File: config.mk
export PLATFORM = sky130hd
export DESIGN_NAME = nhp_port
export DESIGN_NICKNAME = d
export VERILOG_FILES = /design/src/core/nhp_port.v /design/src/core/nhp_sync.v /design/src/core/nhp_edge.v
export VERILOG_INCLUDE_DIRS = /design/src /design/src/core
export SDC_FILE = /design/constraint.sdc
export NUM_CORES = 1
export LEC_CHECK = 0
export BUFFER_PORTS_ARGS = -buffer_cell sky130_fd_sc_hd__buf_2
export CAP_MARGIN = 20
export CORE_AREA = 8 8 70 72
export CTS_CLUSTER_SIZE = 28
export DETAILED_ROUTE_END_ITERATION = 7
export DIE_AREA = 0 0 78 80
export GPL_TIMING_DRIVEN = 0
export HOLD_SLACK_MARGIN = 0.08
export PLACE_DENSITY = 0.83
export SETUP_SLACK_MARGIN = 0.1
export SLEW_MARGIN = 10
export SYNTH_ARGS = -nofsm -noshare
export SYNTH_HDL_FRONTEND = slang
export SYNTH_SLANG_ARGS = --single-unit
File: constraint.sdc
create_clock -name clk -period 2.5 [get_ports clk]
set_clock_uncertainty 0.2 [all_clocks]
set_input_delay 0.75 -clock clk [delete_from_list [all_inputs] [get_ports clk]]
set_output_delay 0.75 -clock clk [all_outputs]
set_load 0.005 [all_outputs]
File: src/core/nhp_defs.vh
// Constants shared by the nibble host port files.
// Assumes it is included by bare name from the core files only.
`ifndef NHP_DEFS_VH
`define NHP_DEFS_VH

// ----------------------------------------
// Bus widths
// ----------------------------------------
`define NHP_DATA_W 4
`define NHP_ADDR_W 2
`define NHP_FLAG_W 3

// ----------------------------------------
// Register addresses, separate-strobe style
// ----------------------------------------
`define NHP_ADDR_TONE 2'h0
`define NHP_ADDR_CTRL 2'h1

// ----------------------------------------
// Host styles, strap level
// ----------------------------------------
`define NHP_STYLE_STROBE 1'b1
`define NHP_STYLE_CLOCKED 1'b0

// ----------------------------------------
// Field positions
// ----------------------------------------
`define NHP_CR_TONE_EN 0
`define NHP_CR_DET_EN 1
`define NHP_STR_DET 0

// ----------------------------------------
// Reset and idle values
// ----------------------------------------
`define NHP_CR_RESET 4'h0
`define NHP_TX_RESET 4'h0
`define NHP_READ_IDLE 4'h0
`define NHP_ADDR_RESET 2'h0

// ----------------------------------------
// Timing counts
// ----------------------------------------
`define NHP_SETTLE_CYCLES 2'h3

`endif

File: src/core/nhp_port.v
// Four-bit host port of the tone transceiver, two host styles.
// Assumes a 25 MHz clk; all bus pins are asynchronous and oversampled.
//
// Summary of operation
// - Separate-strobe style: with chip select and read strobe low, the addressed register drives the data lines.
// - Separate-strobe style: the write strobe stores the data lines into the addressed register while chip select is low.
// - Separate-strobe style: the address is taken from data lines 1..0 on the falling edge of the address latch strobe.
// - The data bus is four bits, two-way, and in separate-strobe style its two low lines also carry the address.
// - Clocked style: in write direction the data lines are stored on the falling edge of the strobe clock.
// - Clocked style: in read direction the selected register drives the lines while the strobe clock is high.
// - Clocked style: the strobe clock may be irregular, so only its edges are used, never its period.
// - Clocked style: address high selects control write and status read, low selects tone transmit and receive.
// - Clocked style: direction high means read, low means write.
// - All transfers are ignored while chip select is high.
// - The call tone detect output is high while the detector reports a valid 400 Hz tone.
// - With the detect output enable bit at zero the call tone detect output is held low.
// - The tone generator output follows the tone transmit enable bit of the control register.
// - While power down is high, control and tone transmit registers clear and detection reads as absent.
`timescale 1ns/100ps
`default_nettype none
`include "nhp_defs.vh"

module nhp_port #(
  parameter DATA_W = `NHP_DATA_W,
  parameter FLAG_W = `NHP_FLAG_W
) (
  input wire clk,
  input wire sys_rst,
  input wire host_style_strap,
  input wire power_down_input,
  input wire cs_n,
  input wire read_n,
  input wire ale,
  input wire wr_n,
  input wire [DATA_W-1:0] data_in,
  output reg [DATA_W-1:0] data_out,
  output reg data_oe,
  input wire call_tone_valid,
  input wire [FLAG_W-1:0] status_flags,
  input wire [DATA_W-1:0] tone_receive_register,
  output reg [DATA_W-1:0] control_register,
  output reg [DATA_W-1:0] tone_transmit_register,
  output reg tone_tx_load,
  output reg tone_transmit_enable,
  output reg detect_output_enable,
  output reg tone_gen_analog_out,
  output reg call_tone_detect_out,
  output reg style_strobe
);

  // ----------------------------------------
  // Pin synchronisers
  // ----------------------------------------
  wire cs_n_s;
  wire read_s;
  wire ale_s;
  wire wr_s;
  wire strap_s;
  wire pd_s;
  wire [DATA_W-1:0] data_s;

  nhp_sync #(.W(4), .RESET_VAL(4'hf)) u_sync_ctl (
    .clk(clk),
    .sys_rst(sys_rst),
    .async_in({cs_n, read_n, wr_n, power_down_input}),
    .sync_out({cs_n_s, read_s, wr_s, pd_s})
  );

  nhp_sync #(.W(2), .RESET_VAL(2'h2)) u_sync_cfg (
    .clk(clk),
    .sys_rst(sys_rst),
    .async_in({host_style_strap, ale}),
    .sync_out({strap_s, ale_s})
  );

  nhp_sync #(.W(DATA_W), .RESET_VAL({DATA_W{1'b0}})) u_sync_data (
    .clk(clk),
    .sys_rst(sys_rst),
    .async_in(data_in),
    .sync_out(data_s)
  );

  // ----------------------------------------
  // Edge finders
  // ----------------------------------------
  // Edges only, so an irregular strobe clock works
  wire read_rise;
  wire read_fall;
  wire wr_rise;
  wire ale_fall;

  nhp_edge #(.RESET_VAL(1'b1)) u_edge_read (
    .clk(clk),
    .sys_rst(sys_rst),
    .level(read_s),
    .rise(read_rise),
    .fall(read_fall)
  );

  nhp_edge #(.RESET_VAL(1'b1)) u_edge_wr (
    .clk(clk),
    .sys_rst(sys_rst),
    .level(wr_s),
    .rise(wr_rise),
    .fall()
  );

  nhp_edge #(.RESET_VAL(1'b0)) u_edge_ale (
    .clk(clk),
    .sys_rst(sys_rst),
    .level(ale_s),
    .rise(),
    .fall(ale_fall)
  );

  // ----------------------------------------
  // Strap capture after reset release
  // ----------------------------------------
  // Waits for the synchroniser to flush its reset value
  reg [1:0] settle;
  reg ready;

  always @(posedge clk or posedge sys_rst) begin
    if (sys_rst) begin
      settle <= 2'h0;
      ready <= 1'b0;
      style_strobe <= `NHP_STYLE_STROBE;
    end else if (!ready) begin
      settle <= settle + 2'h1;
      if (settle == `NHP_SETTLE_CYCLES) begin
        ready <= 1'b1;
        style_strobe <= strap_s;
      end
    end
  end

  // ----------------------------------------
  // Address latch
  // ----------------------------------------
  // Address latches with chip select high too
  reg [`NHP_ADDR_W-1:0] addr;

  always @(posedge clk or posedge sys_rst) begin
    if (sys_rst) begin
      addr <= `NHP_ADDR_RESET;
    end else if (ready && style_strobe && ale_fall) begin
      addr <= data_s[`NHP_ADDR_W-1:0];
    end
  end

  // ----------------------------------------
  // Strobe write capture
  // ----------------------------------------
  // Select and data are taken while the write strobe is low, so a host
  // that lets go of chip select or data with the strobe still writes
  reg wr_armed;
  reg [DATA_W-1:0] wr_data;
  wire [DATA_W-1:0] write_data;

  always @(posedge clk or posedge sys_rst) begin
    if (sys_rst) begin
      wr_armed <= 1'b0;
      wr_data <= {DATA_W{1'b0}};
    end else if (!wr_s) begin
      wr_armed <= ready & style_strobe & ~cs_n_s;
      wr_data <= data_s;
    end else begin
      wr_armed <= 1'b0;
    end
  end

  // Clocked writes take live data, the strobe fall is their only moment
  assign write_data = style_strobe ? wr_data : data_s;

  // ----------------------------------------
  // Transfer decode
  // ----------------------------------------
  reg sel_ctrl;
  reg sel_tone;
  reg do_write;
  reg do_drive;

  always @* begin
    sel_ctrl = 1'b0;
    sel_tone = 1'b0;
    do_write = 1'b0;
    do_drive = 1'b0;
    if (!ready) begin
      do_write = 1'b0;
      do_drive = 1'b0;
    end else if (style_strobe) begin
      // Chip select was checked while the write strobe was low
      sel_ctrl = (addr == `NHP_ADDR_CTRL);
      sel_tone = (addr == `NHP_ADDR_TONE);
      do_write = wr_rise & wr_armed;
      do_drive = ~read_s & ~cs_n_s;
    end else begin
      sel_ctrl = ale_s;
      sel_tone = ~ale_s;
      do_write = read_fall & ~wr_s & ~cs_n_s;
      do_drive = read_s & wr_s & ~cs_n_s;
    end
  end

  // ----------------------------------------
  // Read data selection
  // ----------------------------------------
  reg [DATA_W-1:0] status_view;
  reg [DATA_W-1:0] receive_view;
  reg [DATA_W-1:0] next_data_out;

  always @* begin
    // Power down shows no detection and an empty receive code
    status_view = {status_flags, call_tone_valid};
    receive_view = tone_receive_register;
    if (pd_s) begin
      status_view = {DATA_W{1'b0}};
      receive_view = {DATA_W{1'b0}};
    end
    if (sel_ctrl) begin
      next_data_out = status_view;
    end else if (sel_tone) begin
      next_data_out = receive_view;
    end else begin
      next_data_out = `NHP_READ_IDLE;
    end
  end

  // ----------------------------------------
  // Bus drive
  // ----------------------------------------
  always @(posedge clk or posedge sys_rst) begin
    if (sys_rst) begin
      data_out <= `NHP_READ_IDLE;
      data_oe <= 1'b0;
    end else begin
      data_oe <= do_drive;
      // Data keeps its last value while released, only the enable moves
      if (do_drive) begin
        data_out <= next_data_out;
      end
    end
  end

  // ----------------------------------------
  // Writable registers
  // ----------------------------------------
  // Power down holds both registers clear and drops writes
  always @(posedge clk or posedge sys_rst) begin
    if (sys_rst) begin
      control_register <= `NHP_CR_RESET;
      tone_transmit_register <= `NHP_TX_RESET;
      tone_tx_load <= 1'b0;
    end else if (pd_s) begin
      control_register <= `NHP_CR_RESET;
      tone_transmit_register <= `NHP_TX_RESET;
      tone_tx_load <= 1'b0;
    end else begin
      tone_tx_load <= do_write & sel_tone;
      if (do_write && sel_ctrl) begin
        control_register <= write_data;
      end
      if (do_write && sel_tone) begin
        tone_transmit_register <= write_data;
      end
    end
  end

  // ----------------------------------------
  // Control bit outputs
  // ----------------------------------------
  always @(posedge clk or posedge sys_rst) begin
    if (sys_rst) begin
      tone_transmit_enable <= 1'b0;
      detect_output_enable <= 1'b0;
      tone_gen_analog_out <= 1'b0;
    end else begin
      // Copies trail the register by one cycle
      tone_transmit_enable <= control_register[`NHP_CR_TONE_EN];
      detect_output_enable <= control_register[`NHP_CR_DET_EN];
      tone_gen_analog_out <= ~pd_s & control_register[`NHP_CR_TONE_EN];
    end
  end

  // ----------------------------------------
  // Call tone detect pin
  // ----------------------------------------
  // Detector is on clk already, no synchroniser
  always @(posedge clk or posedge sys_rst) begin
    if (sys_rst) begin
      call_tone_detect_out <= 1'b0;
    end else if (pd_s) begin
      call_tone_detect_out <= 1'b0;
    end else if (!control_register[`NHP_CR_DET_EN]) begin
      call_tone_detect_out <= 1'b0;
    end else begin
      call_tone_detect_out <= call_tone_valid;
    end
  end

endmodule

`default_nettype wire

File: src/core/nhp_sync.v
// Two-flop synchroniser, one lane per bit.
// Assumes inputs are asynchronous pins; outputs are in the clk domain.
`timescale 1ns/100ps
`default_nettype none

module nhp_sync #(
  parameter W = 1,
  parameter [W-1:0] RESET_VAL = {W{1'b0}}
) (
  input wire clk,
  input wire sys_rst,
  input wire [W-1:0] async_in,
  output wire [W-1:0] sync_out
);

  // ----------------------------------------
  // Per-bit two stage chain
  // ----------------------------------------
  genvar i;
  generate
    for (i = 0; i < W; i = i + 1) begin : g_lane
      reg meta;
      reg stable;
      always @(posedge clk or posedge sys_rst) begin
        if (sys_rst) begin
          meta <= RESET_VAL[i];
          stable <= RESET_VAL[i];
        end else begin
          meta <= async_in[i];
          stable <= meta;
        end
      end
      assign sync_out[i] = stable;
    end
  endgenerate

endmodule

`default_nettype wire

File: src/core/nhp_edge.v
// Edge finder for an already synchronised level.
// Assumes the input is in the clk domain; pulses last one cycle.
`timescale 1ns/100ps
`default_nettype none

module nhp_edge #(
  parameter RESET_VAL = 1'b1
) (
  input wire clk,
  input wire sys_rst,
  input wire level,
  output wire rise,
  output wire fall
);

  // ----------------------------------------
  // Previous value
  // ----------------------------------------
  reg last;

  always @(posedge clk or posedge sys_rst) begin
    if (sys_rst) begin
      last <= RESET_VAL;
    end else begin
      last <= level;
    end
  end

  assign rise = level & ~last;
  assign fall = ~level & last;

endmodule

`default_nettype wire

==> flow_metrics.tcl, run 1 <==
set metrics [dict create \
    status "finished clean" \
    crit_path_max_fanout 6 \
    dr.pass1.iters 4 \
    p_leak_nw 1.15 \
    synth_commonest_cells "dfrtp_1 (39), dfstp_2 (13), nor2b_1 (12)" \
    period_share 0.787 \
    critPathRequiredTime_ns 1.55 \
    htreeDepth 2 \
    synth_area_leaders "dfrtp_1 (50%), dfstp_2 (18%), mux2_2 (4.6%), nor2b_1 (3.8%), mux2_4 (3.1%)" \
    cts-resized-gates 0 \
    fmax_mhz 508 \
    ys_seq_elements 52 \
    routabilityCongestion 0.781 \
    synthDistinctLibCells 35 \
    antenna_found_initial 0 \
    yosysMostFrequentCell "dfrtp_1" \
    ys_seq_area_frac 0.675 \
    multiInputGateArea_um2 597 \
    critPathMaxStageDelay_ns 0.59 \
    antenna_left 0 \
    clock_path_buffers 2 \
    syn_nets 149 \
    numCtsBuffers 5 \
    hold_viol_final 0 \
    drc 0 \
    grt_pass1_vias 1248 \
    port_buffers 38 \
    fillers 318 \
    grt-ovfl-total 0 \
    worstSetupStartpointType "flip-flop" \
    grt_usage 0.119 \
    rsz0062_at_grt "no" \
    cellPowerDensity_nw_per_um2 689 \
    synth_area_leader_cell "dfrtp_1" \
    switchingPower_w 0.000346 \
    crit_path_top_delay_cell "dfstp_2" \
    root_buffer "clkbuf_8" \
    synth_edf_count 0 \
    clkLatencyLatePin_ns 0.30 \
    io_pins 39 \
    power_frac_clock 0.342 \
    pwr-share-comb 0.084 \
    drtIter0Drc 34 \
    pre_cts_ws_ns 0.620 \
    fp.dieW_um 78 \
    final_util 0.604 \
    syn2layout_area_growth_pct 19.5 \
    crit_arrival_ns 1.02 \
    min_period_ns 1.97 \
    syn_area_um2 1950 \
    grt_pass1_wl_mm 5.84 \
    p_seq_frac 0.574 \
    grt_max_degree 37 \
    holdBufCountCts 0 \
    yosys_warnings 0 \
    die_area_um2 6240 \
    route.vias.total 1090 \
    antennaDiodeCount 0 \
    regArea_um2 1320 \
    cts_tree "done" \
    cap_violations 0 \
    final_layout_size_suffix_gt1_frac 0.486 \
    p_sw_frac 0.215 \
    finalNetCount 195 \
    synthFlopType "dfrtp_1" \
    tns_ns 0 \
    worstSetupEndpointType "output pin" \
    vdd_drop_max_uv 478 \
    p_int_w 0.00126 \
    avgSynthCellArea_um2 15.2 \
    crit_chain "buf_2" \
    die_y_um 80 \
    timing.final.ws_setup_ns 0.533 \
    wl_per_cell_um 14.8 \
    slew_headroom 0.735 \
    cts_setup_buffers 0 \
    viasPerCell 4.84 \
    hpwlAfterDp_mm 2.54 \
    core-area_um2 3860 \
    async_flop_share 1.00 \
    synth.top_cell.area_share 0.500 \
    crit_type "flip-flop to output pin" \
    setup_viol 0 \
    synthCells 128 \
    cp_num_buf_inv 1 \
    slew_viol_final 0 \
    critPathTopFamily "flip-flops" \
    drt-total-wl_mm 3.33 \
    start_util 0.506 \
    clock_sinks 52 \
    num_rows 23 \
    hp-class "flip-flop to flip-flop" \
    tightest_slew_ns 0.397 \
    cts.clk_slew.worst_paths_ns 0.09 \
]
per-layer routing:
layer	vias up	track usage	part of all wire
met5	-	0	0
met4	0	0.0630	0.019
met3	7	0.0495	0.078
met2	36	0.195	0.50
met1	528	0.130	0.40
li1	519	-	-
per-stage QoR:
step	hold WS, ns	total power, W	std cells	cell area, µm²
6_report	0.151	0.00161	225	2330
5_1_grt	0.162	0.00169	225	2330
4_1_cts	0.156	0.00163	225	2330
3_5_place_dp	0.136	0.00107	217	2220
3_3_place_gp	0.132	0.00106	216	2200
2_1_floorplan	0.131	0.00102	128	1950
sequential cells by signal (all words and copies together) (netlist names), 2 cells and up:
name / cells
settle: 2
u_sync_cfg.g_lane.stable: 2
u_sync_ctl.g_lane.meta: 4
tone_transmit_register: 4
u_sync_cfg.g_lane.meta: 2
addr: 2
wr_data: 4
u_sync_data.g_lane.meta: 4
data_out: 4
control_register: 4
u_sync_ctl.g_lane.stable: 4
u_sync_data.g_lane.stable: 4
cell families (layout without fill, tap and decap cells):
logic type,count (synthesis),count (layout),share of synthesized area
DFF,52,52,0.675
and+or+nand+nor,35,35,0.123
muxes,20,20,0.121
AOI/OAI and AO/OA,12,12,0.0513
buffers and inverters,7,54,0.0186
adders and majority gates,1,1,0.00641
xor gates and xnor gates,1,1,0.00449
layout by cell type (no fill, tap or decap), types with 3 or more instances in the layout:
master    synthesis  layout
mux2_4            4       4
a22oi_1           3       3
nor2b_1          12      12
mux2_1            4       4
nand2_1           4       4
o21ai_1           4       4
mux2i_1           4       4
dfrtp_1          39      39
buf_2             2      40
mux2_2            8       8
nor2_1            4       4
dfstp_2          13      13
clkbuf_8          0       5
final timing paths:
path	start	endpoint	slack (ns)	cells past startpoint
max in group asynchronous	sys_rst	u_sync_ctl.g_lane[0].meta	1.33	3
max reg2reg	style_strobe	control_register[0]	0.62	4
max	style_strobe	style_strobe	0.53	1
min	u_sync_ctl.g_lane[0].meta	u_sync_ctl.g_lane[0].stable	0.15	0
min in group asynchronous	sys_rst	wr_armed	0.21	2
min reg2reg	u_sync_ctl.g_lane[0].meta	u_sync_ctl.g_lane[0].stable	0.15	0
power by group through the flow:
stage	Sequential, W	Combinational (W)	Clock [W]
2_1_floorplan	0.000931	0.0000843	0
3_3_place_gp	0.000932	0.000127	0
3_5_place_dp	0.000938	0.000137	0
4_1_cts	0.000922	0.000138	0.000568
5_1_grt	0.000928	0.000150	0.000614
6_report	0.000921	0.000134	0.000550
area by class of cell:
| type | instances | area share |
|---|---|---|
| plain buffers | 4 | 0.0107 |
| clock inverters | 2 | 0.0150 |
| well taps | 50 | 0.0268 |
| clock buffers | 6 | 0.0311 |
| flip-flops and latches | 52 | 0.565 |
| multi-input cells | 69 | 0.256 |
| repair buffers | 39 | 0.0902 |
| inverters | 3 | 0.00483 |
Note: power is estimated with default switching activity, not from simulation.
==> run 2: changes to the inputs <==
CORE_AREA = 8 8 73 75   (was 8 8 70 72)
DIE_AREA = 0 0 81 83   (was 0 0 78 80)
PLACE_DENSITY = 0.79   (was 0.83)
clock period = 1.7 ns   (was 2.5 ns; I/O delays follow)
==> flow_metrics.tcl, run 2 (synthesized netlist as in run 1, its figures left out) <==
set metrics [dict create \
    cts.clk_slew.worst_paths_ns 0.09 \
    final_layout_size_suffix_gt1_frac 0.546 \
    core-area_um2 4200 \
    drt-total-wl_mm 3.34 \
    crit_arrival_ns 1.77 \
    drtIter0Drc 30 \
    switchingPower_w 0.000511 \
    num_rows 24 \
    die_y_um 83 \
    hpwlAfterDp_mm 2.44 \
    crit_type "flip-flop to flip-flop" \
    clock_sinks 52 \
    grt_pass1_wl_mm 5.33 \
    start_util 0.464 \
    syn2layout_area_growth_pct 26.0 \
    numCtsBuffers 5 \
    rsz0062_at_grt "yes" \
    status "finished with violations" \
    tightest_slew_ns 0.500 \
    grt_max_degree 53 \
    cellPowerDensity_nw_per_um2 930 \
    tns_ns -0.561 \
    hp-class "input port to flip-flop" \
    dp.cells 218 \
    viasPerCell 4.68 \
    root_buffer "clkbuf_8" \
    slew_headroom 0.665 \
    setup_viol 10 \
    final_cells 237 \
    clkLatencyLatePin_ns 0.30 \
    port_buffers 38 \
    p_int_w 0.00178 \
    fmax_mhz 563 \
    wl_per_cell_um 14.1 \
    clock_path_buffers 2 \
    p_sw_frac 0.223 \
    slew_viol_final 0 \
    grt_pass1_vias 1148 \
    antenna_found_initial 0 \
    antenna_left 0 \
    timing.final.ws_setup_ns -0.0773 \
    grt-ovfl-total 0 \
    grt_usage 0.102 \
    p_seq_frac 0.591 \
    hold_viol_final 0 \
    pre_cts_ws_ns -0.190 \
    routabilityCongestion 0.780 \
    p_leak_nw 1.20 \
    critPathRequiredTime_ns 1.69 \
    power_w 0.00229 \
    antennaDiodeCount 0 \
    worstSetupEndpointType "flip-flop" \
    finalNetCount 205 \
    io_pins 39 \
    route.vias.total 1110 \
    violations "setup timing" \
    die_area_um2 6720 \
    drc 0 \
    pwr-share-comb 0.105 \
    layout_common_cells "buf_2 (39), dfrtp_1 (39), dfstp_2 (13), nor2b_1 (12)" \
    power_frac_clock 0.304 \
    cap_violations 0 \
    dr.pass1.iters 3 \
    period_share 1.05 \
    htreeDepth 2 \
    reg2reg_setup_slack_ns -0.08 \
    fp.dieW_um 81 \
    crit_path_max_fanout 6 \
    cts_tree "done" \
    worstSetupStartpointType "flip-flop" \
    vdd_drop_max_uv 491 \
    min_period_ns 1.78 \
]
run 2: cell types whose count changed in the layout (fill, tap and decap cells not counted), moves of 2 or more:
cell / before / now
a22oi_1: 3 / 1
a22oi_2: 0 / 2
buf_4: 0 / 8
clkinvlp_4: 0 / 2
dlygate4sd3_1: 0 / 2
mux2_1: 4 / 0
mux2_4: 4 / 8
nand2b_4: 0 / 2
run 2: layout make-up:
| type | count | area, µm² |
|---|---|---|
| Buffer | 4 | 31.3 |
| Fill cell | 342 | 1750 |
| Timing Repair Buffer | 49 | 290 |
| Multi-Input combinational cell | 69 | 646 |
| Sequential cell | 52 | 1320 |
| Inverter | 3 | 15.0 |
| Clock inverter | 1 | 7.51 |
| Tap cell | 52 | 65.1 |
| Clock buffer | 7 | 86.3 |
run 2: final timing paths:
path                                            from                           to  depth (start not counted)
min in group asynchronous                    sys_rst                 style_strobe                          2
max in group asynchronous                    sys_rst                   wr_data[1]                          3
max                                     style_strobe    tone_transmit_register[3]                          4
max reg2reg                             style_strobe    tone_transmit_register[3]                          4
min                                             wr_n    u_sync_ctl.g_lane[1].meta                          1
min reg2reg                u_sync_cfg.g_lane[0].meta  u_sync_cfg.g_lane[0].stable                          0
run 2: layer usage:
| layer | global-route usage | part of all wire |
|---|---|---|
| met4 | 0.0341 | 0.011 |
| met2 | 0.155 | 0.48 |
| met1 | 0.120 | 0.42 |
| met5 | 0 | 0 |
| met3 | 0.0528 | 0.094 |
run 2: power groups by stage:
stage	registers [W]	logic, W	clock network, W
3_5_place_dp	0.00138	0.000205	0
4_1_cts	0.00135	0.000222	0.000720
2_1_floorplan	0.00137	0.000131	0
5_1_grt	0.00136	0.000267	0.000786
6_report	0.00135	0.000240	0.000695
3_3_place_gp	0.00137	0.000194	0
run 2: critical path, stage by stage (launching register included):
cell	delay, ns
dfstp_2	0.59
nand2b_4	0.14
and3_4	0.18
nor2b_4	0.23
mux2_4	0.33
run 2: per-stage QoR:
stage,utilization,hold WS [ns],instance area [µm²]
after floorplan,-,0.131,1980
after global placement,0.532,0.132,2230
after detailed placement,0.532,0.135,2230
after CTS,0.568,0.0922,2390
after global routing,0.585,0.0800,2460
final,0.585,0.104,2460
run 2: what timing repair did:
item	CTS	global route
hold buffers	0	2
setup buffers	6	2
endpoints found under the hold margin	0	11
resized for setup	3	3
pin swaps	2	2
setup endpoints to repair	14	16
